$ cat src/pkg/instr_timing_map.svh
`ifndef INSTR_TIMING_MAP_SVH
`define INSTR_TIMING_MAP_SVH
// instruction lengths in program bytes
`define LEN_ONE          3'h1
`define LEN_TWO          3'h2
`define LEN_THREE        3'h3
// execution times in clock cycles
`define CYC_ONE          4'h1
`define CYC_TWO          4'h2
`define CYC_THREE        4'h3
`define CYC_MUL          4'h4
`define CYC_DIV          4'h8
// xdata steering control bits
`define XSEL_FLASH_BIT   0
`define XSEL_WRITE_BIT   1
`define XDATA_ADDR_W     16
`endif

$ cat src/pkg/instr_timing_pkg.sv
package instr_timing_pkg;

  typedef enum logic [3:0] {
    SPACE_NONE  = 4'h1,
    SPACE_XRAM  = 4'h2,
    SPACE_FLASH = 4'h4,
    SPACE_EXT   = 4'h8
  } xspace_type;

  typedef struct packed {
    logic [2:0] length;
    logic [3:0] cycles;
    logic       is_branch;
    logic       is_xmove;
    logic       known;
  } decode_type;

  typedef struct packed {
    logic        valid;
    logic        write;
    logic [15:0] addr;
    logic [7:0]  wdata;
    xspace_type  space;
  } xreq_type;

endpackage

$ cat src/instr_length_decoder.sv
`timescale 1ns/1ps
`default_nettype none
`include "instr_timing_map.svh"
// pure decode of opcode to length and cycle count
module instr_length_decoder
(
  input  wire logic [7:0]                  opcode,
  output instr_timing_pkg::decode_type     info
);

  wire [3:0] hi       = opcode[7:4];
  wire [3:0] lo       = opcode[3:0];
  wire       is_rn    = opcode[3];
  wire       is_ri    = (lo == 4'h6) || (lo == 4'h7);
  wire       is_dir   = (lo == 4'h5);
  wire       is_imm   = (lo == 4'h4);
  wire       alu_grp  = (hi == 4'h2) || (hi == 4'h3) || (hi == 4'h9);
  wire       log_grp  = (hi == 4'h4) || (hi == 4'h5) || (hi == 4'h6);
  wire       incdec   = (hi == 4'h0) || (hi == 4'h1);
  wire       xmove    = (opcode == 8'hE0) || (opcode == 8'hF0) || ((hi >= 4'hE) && (lo >= 4'h2)
                        && (lo <= 4'h3));
  wire       cond_br  = (opcode == 8'h40) || (opcode == 8'h50) || (opcode == 8'h60)
                        || (opcode == 8'h70);

  function automatic instr_timing_pkg::decode_type mk(input logic [2:0] l, input logic [3:0] c);
    instr_timing_pkg::decode_type r;
    r = '0;
    r.length = l;
    r.cycles = c;
    r.known  = 1'b1;
    return r;
  endfunction

  always_comb
  begin
    info = mk(`LEN_ONE, `CYC_ONE);
    info.known = 1'b0;
    if ((alu_grp || log_grp) && is_rn)
      info = mk(`LEN_ONE, `CYC_ONE);
    else if ((alu_grp || log_grp) && (is_dir || is_imm))
      info = mk(`LEN_TWO, `CYC_TWO);
    else if ((alu_grp || log_grp) && is_ri)
      info = mk(`LEN_ONE, `CYC_TWO);
    else if (log_grp && (lo == 4'h2))
      info = mk(`LEN_TWO, `CYC_TWO);
    else if (log_grp && (lo == 4'h3))
      info = mk(`LEN_THREE, `CYC_THREE);
    else if (incdec && (is_rn || lo == 4'h4))
      info = mk(`LEN_ONE, `CYC_ONE);
    else if (incdec && is_dir)
      info = mk(`LEN_TWO, `CYC_TWO);
    else if (incdec && is_ri)
      info = mk(`LEN_ONE, `CYC_TWO);
    else if ((opcode == 8'hA3) || (opcode == 8'hD4) || (opcode == 8'hE4) || (opcode == 8'hF4)
             || (opcode == 8'h23) || (opcode == 8'h33))
      info = mk(`LEN_ONE, `CYC_ONE);
    else if (opcode == 8'hA4)
      info = mk(`LEN_ONE, `CYC_MUL);
    else if (opcode == 8'h84)
      info = mk(`LEN_ONE, `CYC_DIV);
    else if (cond_br)
    begin
      info = mk(`LEN_TWO, `CYC_THREE);
      info.is_branch = 1'b1;
    end
    else if (xmove)
    begin
      info = mk(`LEN_ONE, `CYC_THREE);
      info.is_xmove = 1'b1;
    end
  end

endmodule // instr_length_decoder
`default_nettype wire

$ cat src/xdata_steer.sv
`timescale 1ns/1ps
`default_nettype none
`include "instr_timing_map.svh"
// picks the space an external-data move reaches
module xdata_steer
#(
  parameter bit HAS_XRAM = 1'b1
)
(
  input  wire logic [1:0]               program_store_control,
  output instr_timing_pkg::xspace_type  space
);

  wire flash_sel = program_store_control[`XSEL_FLASH_BIT];

  assign space = flash_sel ? instr_timing_pkg::SPACE_FLASH
               : (HAS_XRAM ? instr_timing_pkg::SPACE_XRAM
                           : instr_timing_pkg::SPACE_EXT);

endmodule // xdata_steer
`default_nettype wire

$ cat src/cpu_instruction_timing.sv
`timescale 1ns/1ps
`default_nettype none
`include "instr_timing_map.svh"
// Operation
// - every instruction time is counted in plain system clocks, no machine cycles.
// - most instructions finish in as many clocks as they have program bytes.
// - a conditional branch not taken finishes one clock sooner than when taken.
// - the external-data move reaches program flash when the control bits select it.
// - with on-chip xram, the move reaches that ram when external data space is selected.
// - add, add-with-carry, subtract-with-borrow from a working register take 1 byte, 1 clock.
// - those with direct or immediate source take 2 bytes and 2 clocks.
// - those with register-indirect source take 1 byte and 2 clocks.
// - and, or, xor of a working register into the accumulator take 1 byte, 1 clock.
// - and, or, xor direct/immediate into acc or acc into direct take 2 bytes, 2 clocks.
// - and, or, xor with register-indirect source take 1 byte and 2 clocks.
// - and, or, xor immediate into a direct byte take 3 bytes and 3 clocks.
// - clear, complement, rotate left, rotate left through carry take 1 clock.
module cpu_instruction_timing
#(
  parameter bit HAS_XRAM = 1'b1
)
(
  input  wire logic                   clk_sys,
  input  wire logic                   rst_n,
  input  wire logic                   clk_en,
  input  wire logic                   issue_valid,
  input  wire logic [7:0]             issue_opcode,
  input  wire logic                   branch_taken,
  input  wire logic [1:0]             program_store_control,
  input  wire logic [15:0]            xmove_addr,
  input  wire logic [7:0]             xmove_wdata,
  output logic                        issue_ready,
  output logic                        retire,
  output logic [2:0]                  retire_length,
  output logic [3:0]                  retire_cycles,
  output instr_timing_pkg::xreq_type  xreq
);

  // ----------------------------------------------------------------
  // state
  // ----------------------------------------------------------------
  typedef enum logic [1:0] {
    ST_IDLE = 2'b01,
    ST_BUSY = 2'b10
  } state_type;

  state_type                    state_q, state_d;
  logic [3:0]                   left_q, left_d;
  logic [3:0]                   total_q;
  logic [2:0]                   len_q;
  instr_timing_pkg::decode_type info;
  instr_timing_pkg::xspace_type space;

  instr_length_decoder u_dec
  (
    .opcode (issue_opcode),
    .info   (info)
  );

  xdata_steer #(.HAS_XRAM(HAS_XRAM)) u_steer
  (
    .program_store_control (program_store_control),
    .space                 (space)
  );

  // ----------------------------------------------------------------
  // cycle budget
  // ----------------------------------------------------------------
  wire       take     = issue_valid && issue_ready;
  wire [3:0] budget   = (info.is_branch && !branch_taken)
                        ? 4'(info.cycles - `CYC_ONE) : info.cycles;
  wire       last     = (state_q == ST_BUSY) && (left_q == `CYC_ONE);
  wire       one_shot = take && (budget == `CYC_ONE);

  always_comb
  begin
    state_d = state_q;
    left_d  = left_q;
    case (state_q)
      ST_IDLE:
        if (take && !one_shot)
        begin
          state_d = ST_BUSY;
          left_d  = 4'(budget - `CYC_ONE);
        end
      ST_BUSY:
        if (left_q == `CYC_ONE)
          state_d = ST_IDLE;
        else
          left_d = 4'(left_q - `CYC_ONE);
      default:
        state_d = ST_IDLE;
    endcase
  end

  // ----------------------------------------------------------------
  // registers
  // ----------------------------------------------------------------
  always_ff @(posedge clk_sys)
  begin
    if (!rst_n)
    begin
      state_q       <= ST_IDLE;
      left_q        <= '0;
      total_q       <= '0;
      len_q         <= '0;
      issue_ready   <= 1'b1;
      retire        <= 1'b0;
      retire_length <= '0;
      retire_cycles <= '0;
      xreq          <= '{valid: 1'b0, write: 1'b0, addr: '0, wdata: '0,
                         space: instr_timing_pkg::SPACE_NONE};
    end
    else if (clk_en)
    begin
      state_q     <= state_d;
      left_q      <= left_d;
      issue_ready <= (state_d == ST_IDLE);
      retire      <= one_shot || last;
      if (take)
      begin
        total_q <= budget;
        len_q   <= info.length;
      end
      if (one_shot)
      begin
        retire_length <= info.length;
        retire_cycles <= budget;
      end
      else if (last)
      begin
        retire_length <= len_q;
        retire_cycles <= total_q;
      end
      xreq.valid <= take && info.is_xmove;
      if (take && info.is_xmove)
      begin
        xreq.write <= issue_opcode[4];
        xreq.addr  <= xmove_addr;
        xreq.wdata <= xmove_wdata;
        xreq.space <= space;
      end
    end
  end
endmodule // cpu_instruction_timing
`default_nettype wire

$ cat config.mk
export PLATFORM = sky130hd
export DESIGN_NAME = cpu_instruction_timing
export DESIGN_NICKNAME = d
export VERILOG_FILES = /design/src/pkg/instr_timing_pkg.sv /design/src/instr_length_decoder.sv /design/src/xdata_steer.sv /design/src/cpu_instruction_timing.sv
export VERILOG_INCLUDE_DIRS = /design/src /design/src/pkg
export SDC_FILE = /design/constraint.sdc
export NUM_CORES = 1
export LEC_CHECK = 0
export ABC_AREA = 1
export ABC_CLOCK_PERIOD_IN_PS = 2300
export BUFFER_PORTS_ARGS = -buffer_cell sky130_fd_sc_hd__buf_2
export CAP_MARGIN = 15
export CORE_UTILIZATION = 40
export CTS_BUF_LIST = sky130_fd_sc_hd__clkbuf_8
export CTS_CLUSTER_SIZE = 28
export DETAILED_ROUTE_END_ITERATION = 6
export PLACE_DENSITY = 0.71
export SLEW_MARGIN = 20
export SYNTH_ARGS = -nofsm -noshare
export SYNTH_HDL_FRONTEND = slang
export SYNTH_HIERARCHICAL = 1
export SYNTH_SLANG_ARGS = --single-unit
$ cat constraint.sdc
create_clock -name clk_sys -period 2.3 [get_ports clk_sys]
set_input_delay 0.345 -clock clk_sys [delete_from_list [all_inputs] [get_ports clk_sys]]
set_output_delay 0.345 -clock clk_sys [all_outputs]
set_load 0.03 [all_outputs]
# Word level (Yosys, flattened, before mapping)
# Index checks and enable logic that the tools add are counted.
[op_classes] n_addsub=3 n_lt_le_gt_ge=3 eq_ne=34 muxes=25 n_reduce_logical=45
[op_table] op="$mux 10" count=12
[op_table] op="$eq 8x8->1 const B" count=8
[op_table] op="$eq 8x7->1 const B" count=4
[op_table] op="$eq 4x3->1 const B" count=7
[op_table] op="$logic_or 1x1->1" count=20
[op_table] op="$mux 4" count=5
[op_table] op="$eq 4x2->1 const B" count=4
[op_table] op="$eq 8x6->1 const B" count=2
[op_table] op="$logic_and 1x1->1" count=16
[op_table] op="$eq 4x1->1 const B" count=3
[op_table] op="$sub 4x1->4 const B" count=3
[op_table] op="$mux 3" count=3
[op_table] op="$pmux 4 s2" count=1
[op_table] op="$reduce_and 2->1" count=3
[op_table] op="$mux 5" count=1
[op_table] op="$eq 2x1->1 const B" count=2
[op_table] op="$eq 4x4->1 const B" count=1
[op_table] op="$ge 4x2->1 const B" count=1
[op_table] op="$ge 4x4->1 const B" count=1
[op_table] op="$le 4x2->1 const B" count=1
[op_table] op="$logic_not 4->1" count=1
[op_table] op="$mux 2" count=2
[op_table] op="$ne 2x2->1 const B" count=2
[op_table] op="$pmux 2 s2" count=1
[op_table] op="other kinds (4)" count=6
[totals] reg_bits=52 input_bits=39 output_inout_bits=39 elab_cells=123

# Longest topological paths before layout
# Gate-level depths: netlist of run 1.
[logic_depth] word_depth=26 depth_mapped=21

# Modules after synthesis
# The synthesis of run 1 kept the hierarchy.
[by_module_without_submodules] mod="cpu_instruction_timing" n_inst=1 cells_each=334 area_per_inst_um2=2367.3 seq_area_each_um2=1041.0
[by_module_without_submodules] mod="instr_length_decoder" n_inst=1 cells_each=76 area_per_inst_um2=327.8 seq_area_each_um2=0.0
[by_module_without_submodules] mod="xdata_steer" n_inst=1 cells_each=5 area_per_inst_um2=30.0 seq_area_each_um2=0.0

# Worst setup path after synthesis of run 1
# No wires, ideal clock.
[synth_timing] path_kind="input to register" start="input port issue_opcode[3]" end="register retire_cycles[0]" setup_ps=113 arrival_ps=2325 path_slack_ps=-138 stages=18 path_buffers=1 cell_sequence="inv_1 -> nand2_1 -> nor3_1 -> o21ai_0 -> nand4_1 -> inv_1 -> ha_1 -> nand2_1 -> nand2_1 -> ha_1 -> nand3_2 -> nor2_4 -> nand2_4 -> nand2_4 -> nand2_4 -> buf_6 -> nor2_1 -> nor2_1"
[synth_lines] element="start, declared" line="cpu_instruction_timing.sv:27" rtl="input wire logic [7:0] issue_opcode,"
[synth_lines] element="end signal, assigned" line="cpu_instruction_timing.sv:128" rtl="retire_cycles <= budget;"
[synth_lines] element="end signal, assigned" line="cpu_instruction_timing.sv:133" rtl="retire_cycles <= total_q;"
[synth_lines] element="end, declared" line="cpu_instruction_timing.sv:35" rtl="output logic [3:0] retire_cycles,"

==> results of run 1 <==
-- how the worst max path moves through the flow --
| stage | endpoint | cells past startpoint | slack, ns |
|---|---|---|---|
| 6_report | retire_cycles[1]$_SDFFE_PN0P_ | 20 | 0.15 |
| 5_1_grt | retire_cycles[1]$_SDFFE_PN0P_ | 20 | -0.03 |
| 4_1_cts | left_q[3]$_SDFFE_PN0P_ | 19 | 0.05 |
| 3_5_place_dp | left_q[1]$_SDFFE_PN0P_ | 19 | -0.27 |
| 3_3_place_gp | left_q[3]$_SDFFE_PN0P_ | 19 | -0.20 |
| 2_1_floorplan | retire_cycles[0]$_SDFFE_PN0P_ | 19 | 0.002 |
-- per-layer routing --
layer	routed length, um	vias to the layer above
met5	0	-
met4	72	0
met3	278	8
met2	2860	54
met1	2650	1195
li1	-	1435
-- worst max-delay path: stages --
cell and delay, ns:
clkbuf_4 0.15, inv_2 0.07, nor2_1 0.04, nand2_1 0.06, nand3_2 0.06, nand2_2 0.09
nand2_2 0.07, nor2_4 0.12, inv_2 0.04, ha_1 0.26, nand2_1 0.06, nand2_2 0.10
ha_4 0.14, nand3_4 0.10, nor2_4 0.16, nand2_4 0.10, buf_4 0.15, o21ai_0 0.15
nor2_1 0.06, nor2_1 0.09
-- power by group through the flow --
stage,Sequential [mW],Clock (mW),Combinational (mW)
after floorplan,1.00,0,0.224
after global placement,0.974,0,0.360
after detailed placement,0.975,0,0.367
after CTS,0.955,0.676,0.370
after global routing,0.960,0.711,0.454
final,0.955,0.652,0.401
-- per-stage QoR --
stage	hold WS [ns]	worst slack, ns	TNS [ns]	cell area (sq um)
2_1_floorplan	0.439	0.00244	0	2690
4_1_cts	0.286	0.0477	0	3360
6_report	0.286	0.148	0	3500
3_3_place_gp	0.452	-0.197	-1.87	3240
5_1_grt	0.289	-0.0305	-0.0944	3500
3_5_place_dp	0.464	-0.273	-2.89	3240
-- flip-flops by register name (all words and copies together) (netlist names) --
register / count
xreq: 30
left_q: 4
retire_cycles: 4
total_q: 4
len_q: 3
retire_length: 3
state_q: 2
issue_ready: 1
retire: 1
-- what timing repair did --
action                     CTS  global route
gates resized for setup      0            33
setup endpoints to repair    0            14
buffers inserted             0             5
-- layout by cell type, fill, tap and decap left out --
cell type  count
o21ai_1        1
buf_12         1
nor2_1        96
a21oi_1       10
nand3_1       14
nand2_4        3
o21ai_0       41
buf_4         26
nand3_4        1
ha_4           1
nor2_2         3
clkinv_4       1
nor3_1         4
o21bai_2       1
bufinv_16      1
clkbuf_4       2
nand2_8        1
clkbuf_8       6
ha_1           5
xor2_1         1
o211ai_1       2
nand3_2        6
o21a_1         1
ha_2           1
a31oi_1        2
inv_4          1
nand3b_1       1
a21o_1         1
buf_2         73
nand2_2       13
nor2_4         4
dfxtp_1       52
nand4_1        3
inv_2          9
nor3_4         1
o21ai_2        1
inv_1         37
conb_1         3
nand2_1       66
-- layout make-up --
cell class | instances | area [sq um] | area share (%)
Multi-Input combinational cell | 287 | 1460 | 41.8
Sequential cell | 52 | 1040 | 29.8
Clock inverter | 2 | 38.8 | 1.11
Timing Repair Buffer | 102 | 596 | 17.0
Tap cell | 77 | 96.3 | 2.76
Inverter | 47 | 179 | 5.12
Clock buffer | 6 | 82.6 | 2.36
==> results.yml, run 1 <==
run_status:
  status: "finished, final reports clean"
pwr:
  ir_drop_v: 0.000394
  clockPowerShare_pct: 32.5
  power_switching_mw: 0.553
  seqPwrFrac_pct: 47.6
  combPwrFrac_pct: 20.0
  powerDensity_nw_per_um2: 574
  p_total_mw: 2.01
  power.leakage_nw: 1.77
  p_sw_share_pct: 27.6
  p_int_mw: 1.45
synth:
  syn_area_sq_um: 2670
  syn_area_per_cell_sq_um: 6.65
  netlist_instances: 402
  yosys_warnings: 6
floorplanning:
  coreArea_sq_um: 6390
  start_util_pct: 41.8
  die_height_um: 83.7
  row_count: 29
  fp.dieW_um: 83.7
  die_area_sq_um: 7010
  ios: 78
layout:
  n_fill_cell: 623
  drive_gt1_share_pct: 31.5
  n_antenna_cell: 0
  area_delta_synth_final_pct: 30.9
  finalNonFillerCells: 573
  fin_nets: 541
  fin_util_pct: 54.7
detailed_routing:
  drc_errors: 0
  via_per_inst: 4.70
  wl_per_cell_um: 10.2
  wl_um: 5860
  drt_iter0_markers: 91
  firstDrtPassIters: 6
  vias: 2692
  ant_nets: 0
clock_network:
  worst_skew_pair.late_latency_ns: 0.30
  cts_hold_buf: 0
  htreeDepth: 2
  cts_tree: "yes"
  cts_buffer_depth: 2
  clkSlewWorstSetupHoldPaths_ns: 0.10
  cts-buffers-inserted: 5
  root_buffer: "clkbuf_8"
  cts_sinks: 52
setup_path:
  path_class: "input port to flop"
  reg2regPathDepth: 8
  end_kind: "flop"
  r2r-end: "left_q[3]$_SDFFE_PN0P_"
  path_max_fanout: 8
  crit_required_ns: 2.55
  crit_start: "issue_opcode[7]"
  reg2reg_from: "state_q[0]$_SDFFE_PN1P_"
  r2r_setup_slack_ns: 0.47
  critPathArrivalTime_ns: 2.40
  startpoint_type: "input port"
global_route:
  grt_busiest_layer: "met2"
  grt_max_degree: 31
  use_met3_pct: 3.86
  grt_overflow: 0
  grt_pass1_wl_um: 10100
  grtUsageMet1_pct: 21.0
  met2_usage_pct: 30.1
  grtUsageTotal_pct: 17.1
  antenna_found_initial: 0
  grt_pass1_vias: 2454
worst_hold_path:
  whs_path_depth: 3
  min_path_type: "input port to flop"
  hp-start: "xmove_wdata[4]"
  worstHoldEndpoint: "xreq[8]$_SDFFE_PN0P_"
timing:
  fin_crit_ns: 2.15
  drv_slew: 0
  min_period_over_period_pct: 93.5
  setup_viol: 0
  finClkSkew_ns: 0.00435
  finalHoldViolations: 0
  fmax_ghz: 0.465
flow_run:
  drv_cap: 0
placement:
  dp_cells: 561
  dpl.hpwl_um: 4330
  finalWeightedCongestion: 0.867
  portBuffers: 76
No activity file was read; power rests on OpenSTA's default activity.
==> run 2: changes to the inputs <==
--- a/config.mk
+++ b/config.mk
@@ -7,14 +7,14 @@
 export NUM_CORES = 1
 export LEC_CHECK = 0
 export ABC_AREA = 1
-export ABC_CLOCK_PERIOD_IN_PS = 2300
+export ABC_CLOCK_PERIOD_IN_PS = 2070
 export BUFFER_PORTS_ARGS = -buffer_cell sky130_fd_sc_hd__buf_2
 export CAP_MARGIN = 15
 export CORE_UTILIZATION = 40
 export CTS_BUF_LIST = sky130_fd_sc_hd__clkbuf_8
 export CTS_CLUSTER_SIZE = 28
 export DETAILED_ROUTE_END_ITERATION = 6
-export PLACE_DENSITY = 0.71
+export PLACE_DENSITY = 0.68
 export SLEW_MARGIN = 20
 export SYNTH_ARGS = -nofsm -noshare
 export SYNTH_HDL_FRONTEND = slang
==> constraint.sdc (replaced) <==
create_clock -name clk_sys -period 2.07 [get_ports clk_sys]
set_input_delay 0.1035 -clock clk_sys [delete_from_list [all_inputs] [get_ports clk_sys]]
set_output_delay 0.1035 -clock clk_sys [all_outputs]
set_load 0.03 [all_outputs]
==> run 2 against run 1 <==
  * Die area did not move
  * Sequential share of layout area rose by 0.54 points
  * Routed wire length rose by 6.1%
  * First-iteration DRC count rose by 5.5%
  * Cell count fell by 0.17%
  * Non-clock buffer count fell by 2
  * Highest routed layer unchanged
==> results.yml, run 2 (synthesis results as in run 1) <==
run_status:
  status: "finished, final reports clean"
floorplanning:
  die_area_sq_um: 7010
  ios: 78
  row_count: 29
  coreArea_sq_um: 6390
  start_util_pct: 41.8
  die_height_um: 83.7
  fp.dieW_um: 83.7
worst_hold_path:
  worstHoldEndpoint: "xreq[5]$_SDFFE_PN0P_"
  hp-start: "xmove_wdata[1]"
  min_path_type: "input port to flop"
  whs_path_depth: 3
clock_network:
  htreeDepth: 2
  cts_buffer_depth: 2
  worst_skew_pair.late_latency_ns: 0.30
  cts-buffers-inserted: 5
  cts_hold_buf: 0
  cts_tree: "yes"
  root_buffer: "clkbuf_8"
  cts_sinks: 52
  clkSlewWorstSetupHoldPaths_ns: 0.10
detailed_routing:
  wl_per_cell_um: 10.9
  drc_errors: 0
  drt_iter0_markers: 96
  via_per_inst: 4.76
  vias: 2724
  wl_um: 6220
  firstDrtPassIters: 4
  ant_nets: 0
placement:
  finalWeightedCongestion: 0.817
  dp_cells: 559
  dpl.hpwl_um: 4530
  portBuffers: 76
timing:
  finClkSkew_ns: 0.00440
  tightest_slew_ns: 0.620
  drv_slew: 0
  setup_viol: 0
  relSlewSlack_pct: 58.7
  fmax_ghz: 0.502
  fin_crit_ns: 1.99
  min_period_over_period_pct: 96.2
  finalHoldViolations: 0
  holdWs_ns: 0.0503
setup_path:
  crit_chain: "buf_4 > inv_1 > nor2_1 > nand2_1 > nor2_4 > nor2_1 > nand4_1 > inv_1 > ha_1 > nand2_1 > nand2_2 > ha_4 > nand3_4 > nor2_4 > nand2_4 > buf_4 > o21ai_0 > nor2_1 > nor2_1"
  reg2regPathDepth: 9
  cpPeakStageDelay_ns: 0.28
  timing.critical_path.buf_inv: 4
  reg2reg_from: "state_q[0]$_SDFFE_PN1P_"
  r2r-end: "left_q[3]$_SDFFE_PN0P_"
  end_kind: "flop"
  r2r_setup_slack_ns: 0.35
  path_common_cell: "nor2_1"
  crit_family: "simple AND/OR/NAND/NOR gates"
  critical_path.slowest_cell: "ha_1"
  path_max_fanout: 8
  crit_required_ns: 2.32
  critPathArrivalTime_ns: 2.24
  startpoint_type: "input port"
  path_class: "input port to flop"
global_route:
  grt_overflow: 0
  antenna_found_initial: 0
  grt_max_degree: 39
  grt_pass1_wl_um: 10300
  grtUsageTotal_pct: 17.4
  grt_pass1_vias: 2464
layout:
  largest_reg_flops: 30
  n_antenna_cell: 0
  layout_common_cells: "nor2_1, buf_2, nand2_1"
  largest-register: "xreq"
  fin_nets: 540
  area_delta_synth_final_pct: 28.5
  drive_gt1_share_pct: 29.7
  finalNonFillerCells: 572
  final_common_cell: "nor2_1"
pwr:
  p_total_mw: 2.08
  power.leakage_nw: 1.75
  ir_drop_v: 0.000322
  powerDensity_nw_per_um2: 607
flow_run:
  drv_cap: 0
## run 2: how the worst max path moves through the flow
stage	slack, ns	cells after the start	startpoint	end
after global routing	-0.04	20	issue_opcode[5]	retire_cycles[0]$_SDFFE_PN0P_
after CTS	0.05	18	issue_opcode[3]	left_q[3]$_SDFFE_PN0P_
after global placement	-0.16	19	issue_opcode[5]	left_q[1]$_SDFFE_PN0P_
after floorplan	0.01	20	issue_opcode[4]	retire_cycles[0]$_SDFFE_PN0P_
after detailed placement	-0.28	18	issue_opcode[3]	left_q[3]$_SDFFE_PN0P_
final	0.08	19	issue_opcode[6]	retire_cycles[0]$_SDFFE_PN0P_
## run 2: worst reg2reg max path: stages, from the launching register on
cell and delay [ns]:
dfxtp_1 0.38, inv_1 0.08, ha_1 0.28, inv_1 0.18, nor2_1 0.10, nor3_2 0.25
nand2_1 0.16, nand2_1 0.08, nand2_1 0.04, nor2_1 0.10
## run 2: cell type report
cell class	count	area (sq um)
repair buffers	100	569
multi-input cells	288	1460
inverters	47	179
clock inverters	3	20.0
clock buffers	5	68.8
flip-flops and latches	52	1040
fillers	635	2950
well taps	77	96.3
## run 2: metal layers
metal  GRT usage, %  vias up  wire [um]
met4           5.24        0        106
li1               -     1434          -
met2           30.5       73       2960
met5              0        -          0
met3           3.66       11        327
met1           21.2     1206       2830
## run 2: metrics by stage
stage	worst slack (ns)	area (sq um)	util, %	TNS (ns)
2_1_floorplan	0.0105	2690	-	0
3_3_place_gp	-0.157	3210	50.3	-1.46
3_5_place_dp	-0.278	3210	50.3	-3.02
4_1_cts	0.0470	3300	51.7	0
5_1_grt	-0.0410	3430	53.8	-0.142
6_report	0.0792	3430	53.8	0
## run 2: repair_timing
item                       4_1_cts  5_1_grt
gates resized for setup          0       27
setup endpoints to repair        0       14
buffers inserted                 0        4
## run 2: report_power, final
| group | internal, mW | switching, mW |
|---|---|---|
| combinational | 0.180 | 0.271 |
| clock | 0.236 | 0.336 |
| sequential | 1.04 | 0.0220 |
| total | 1.46 | 0.629 |
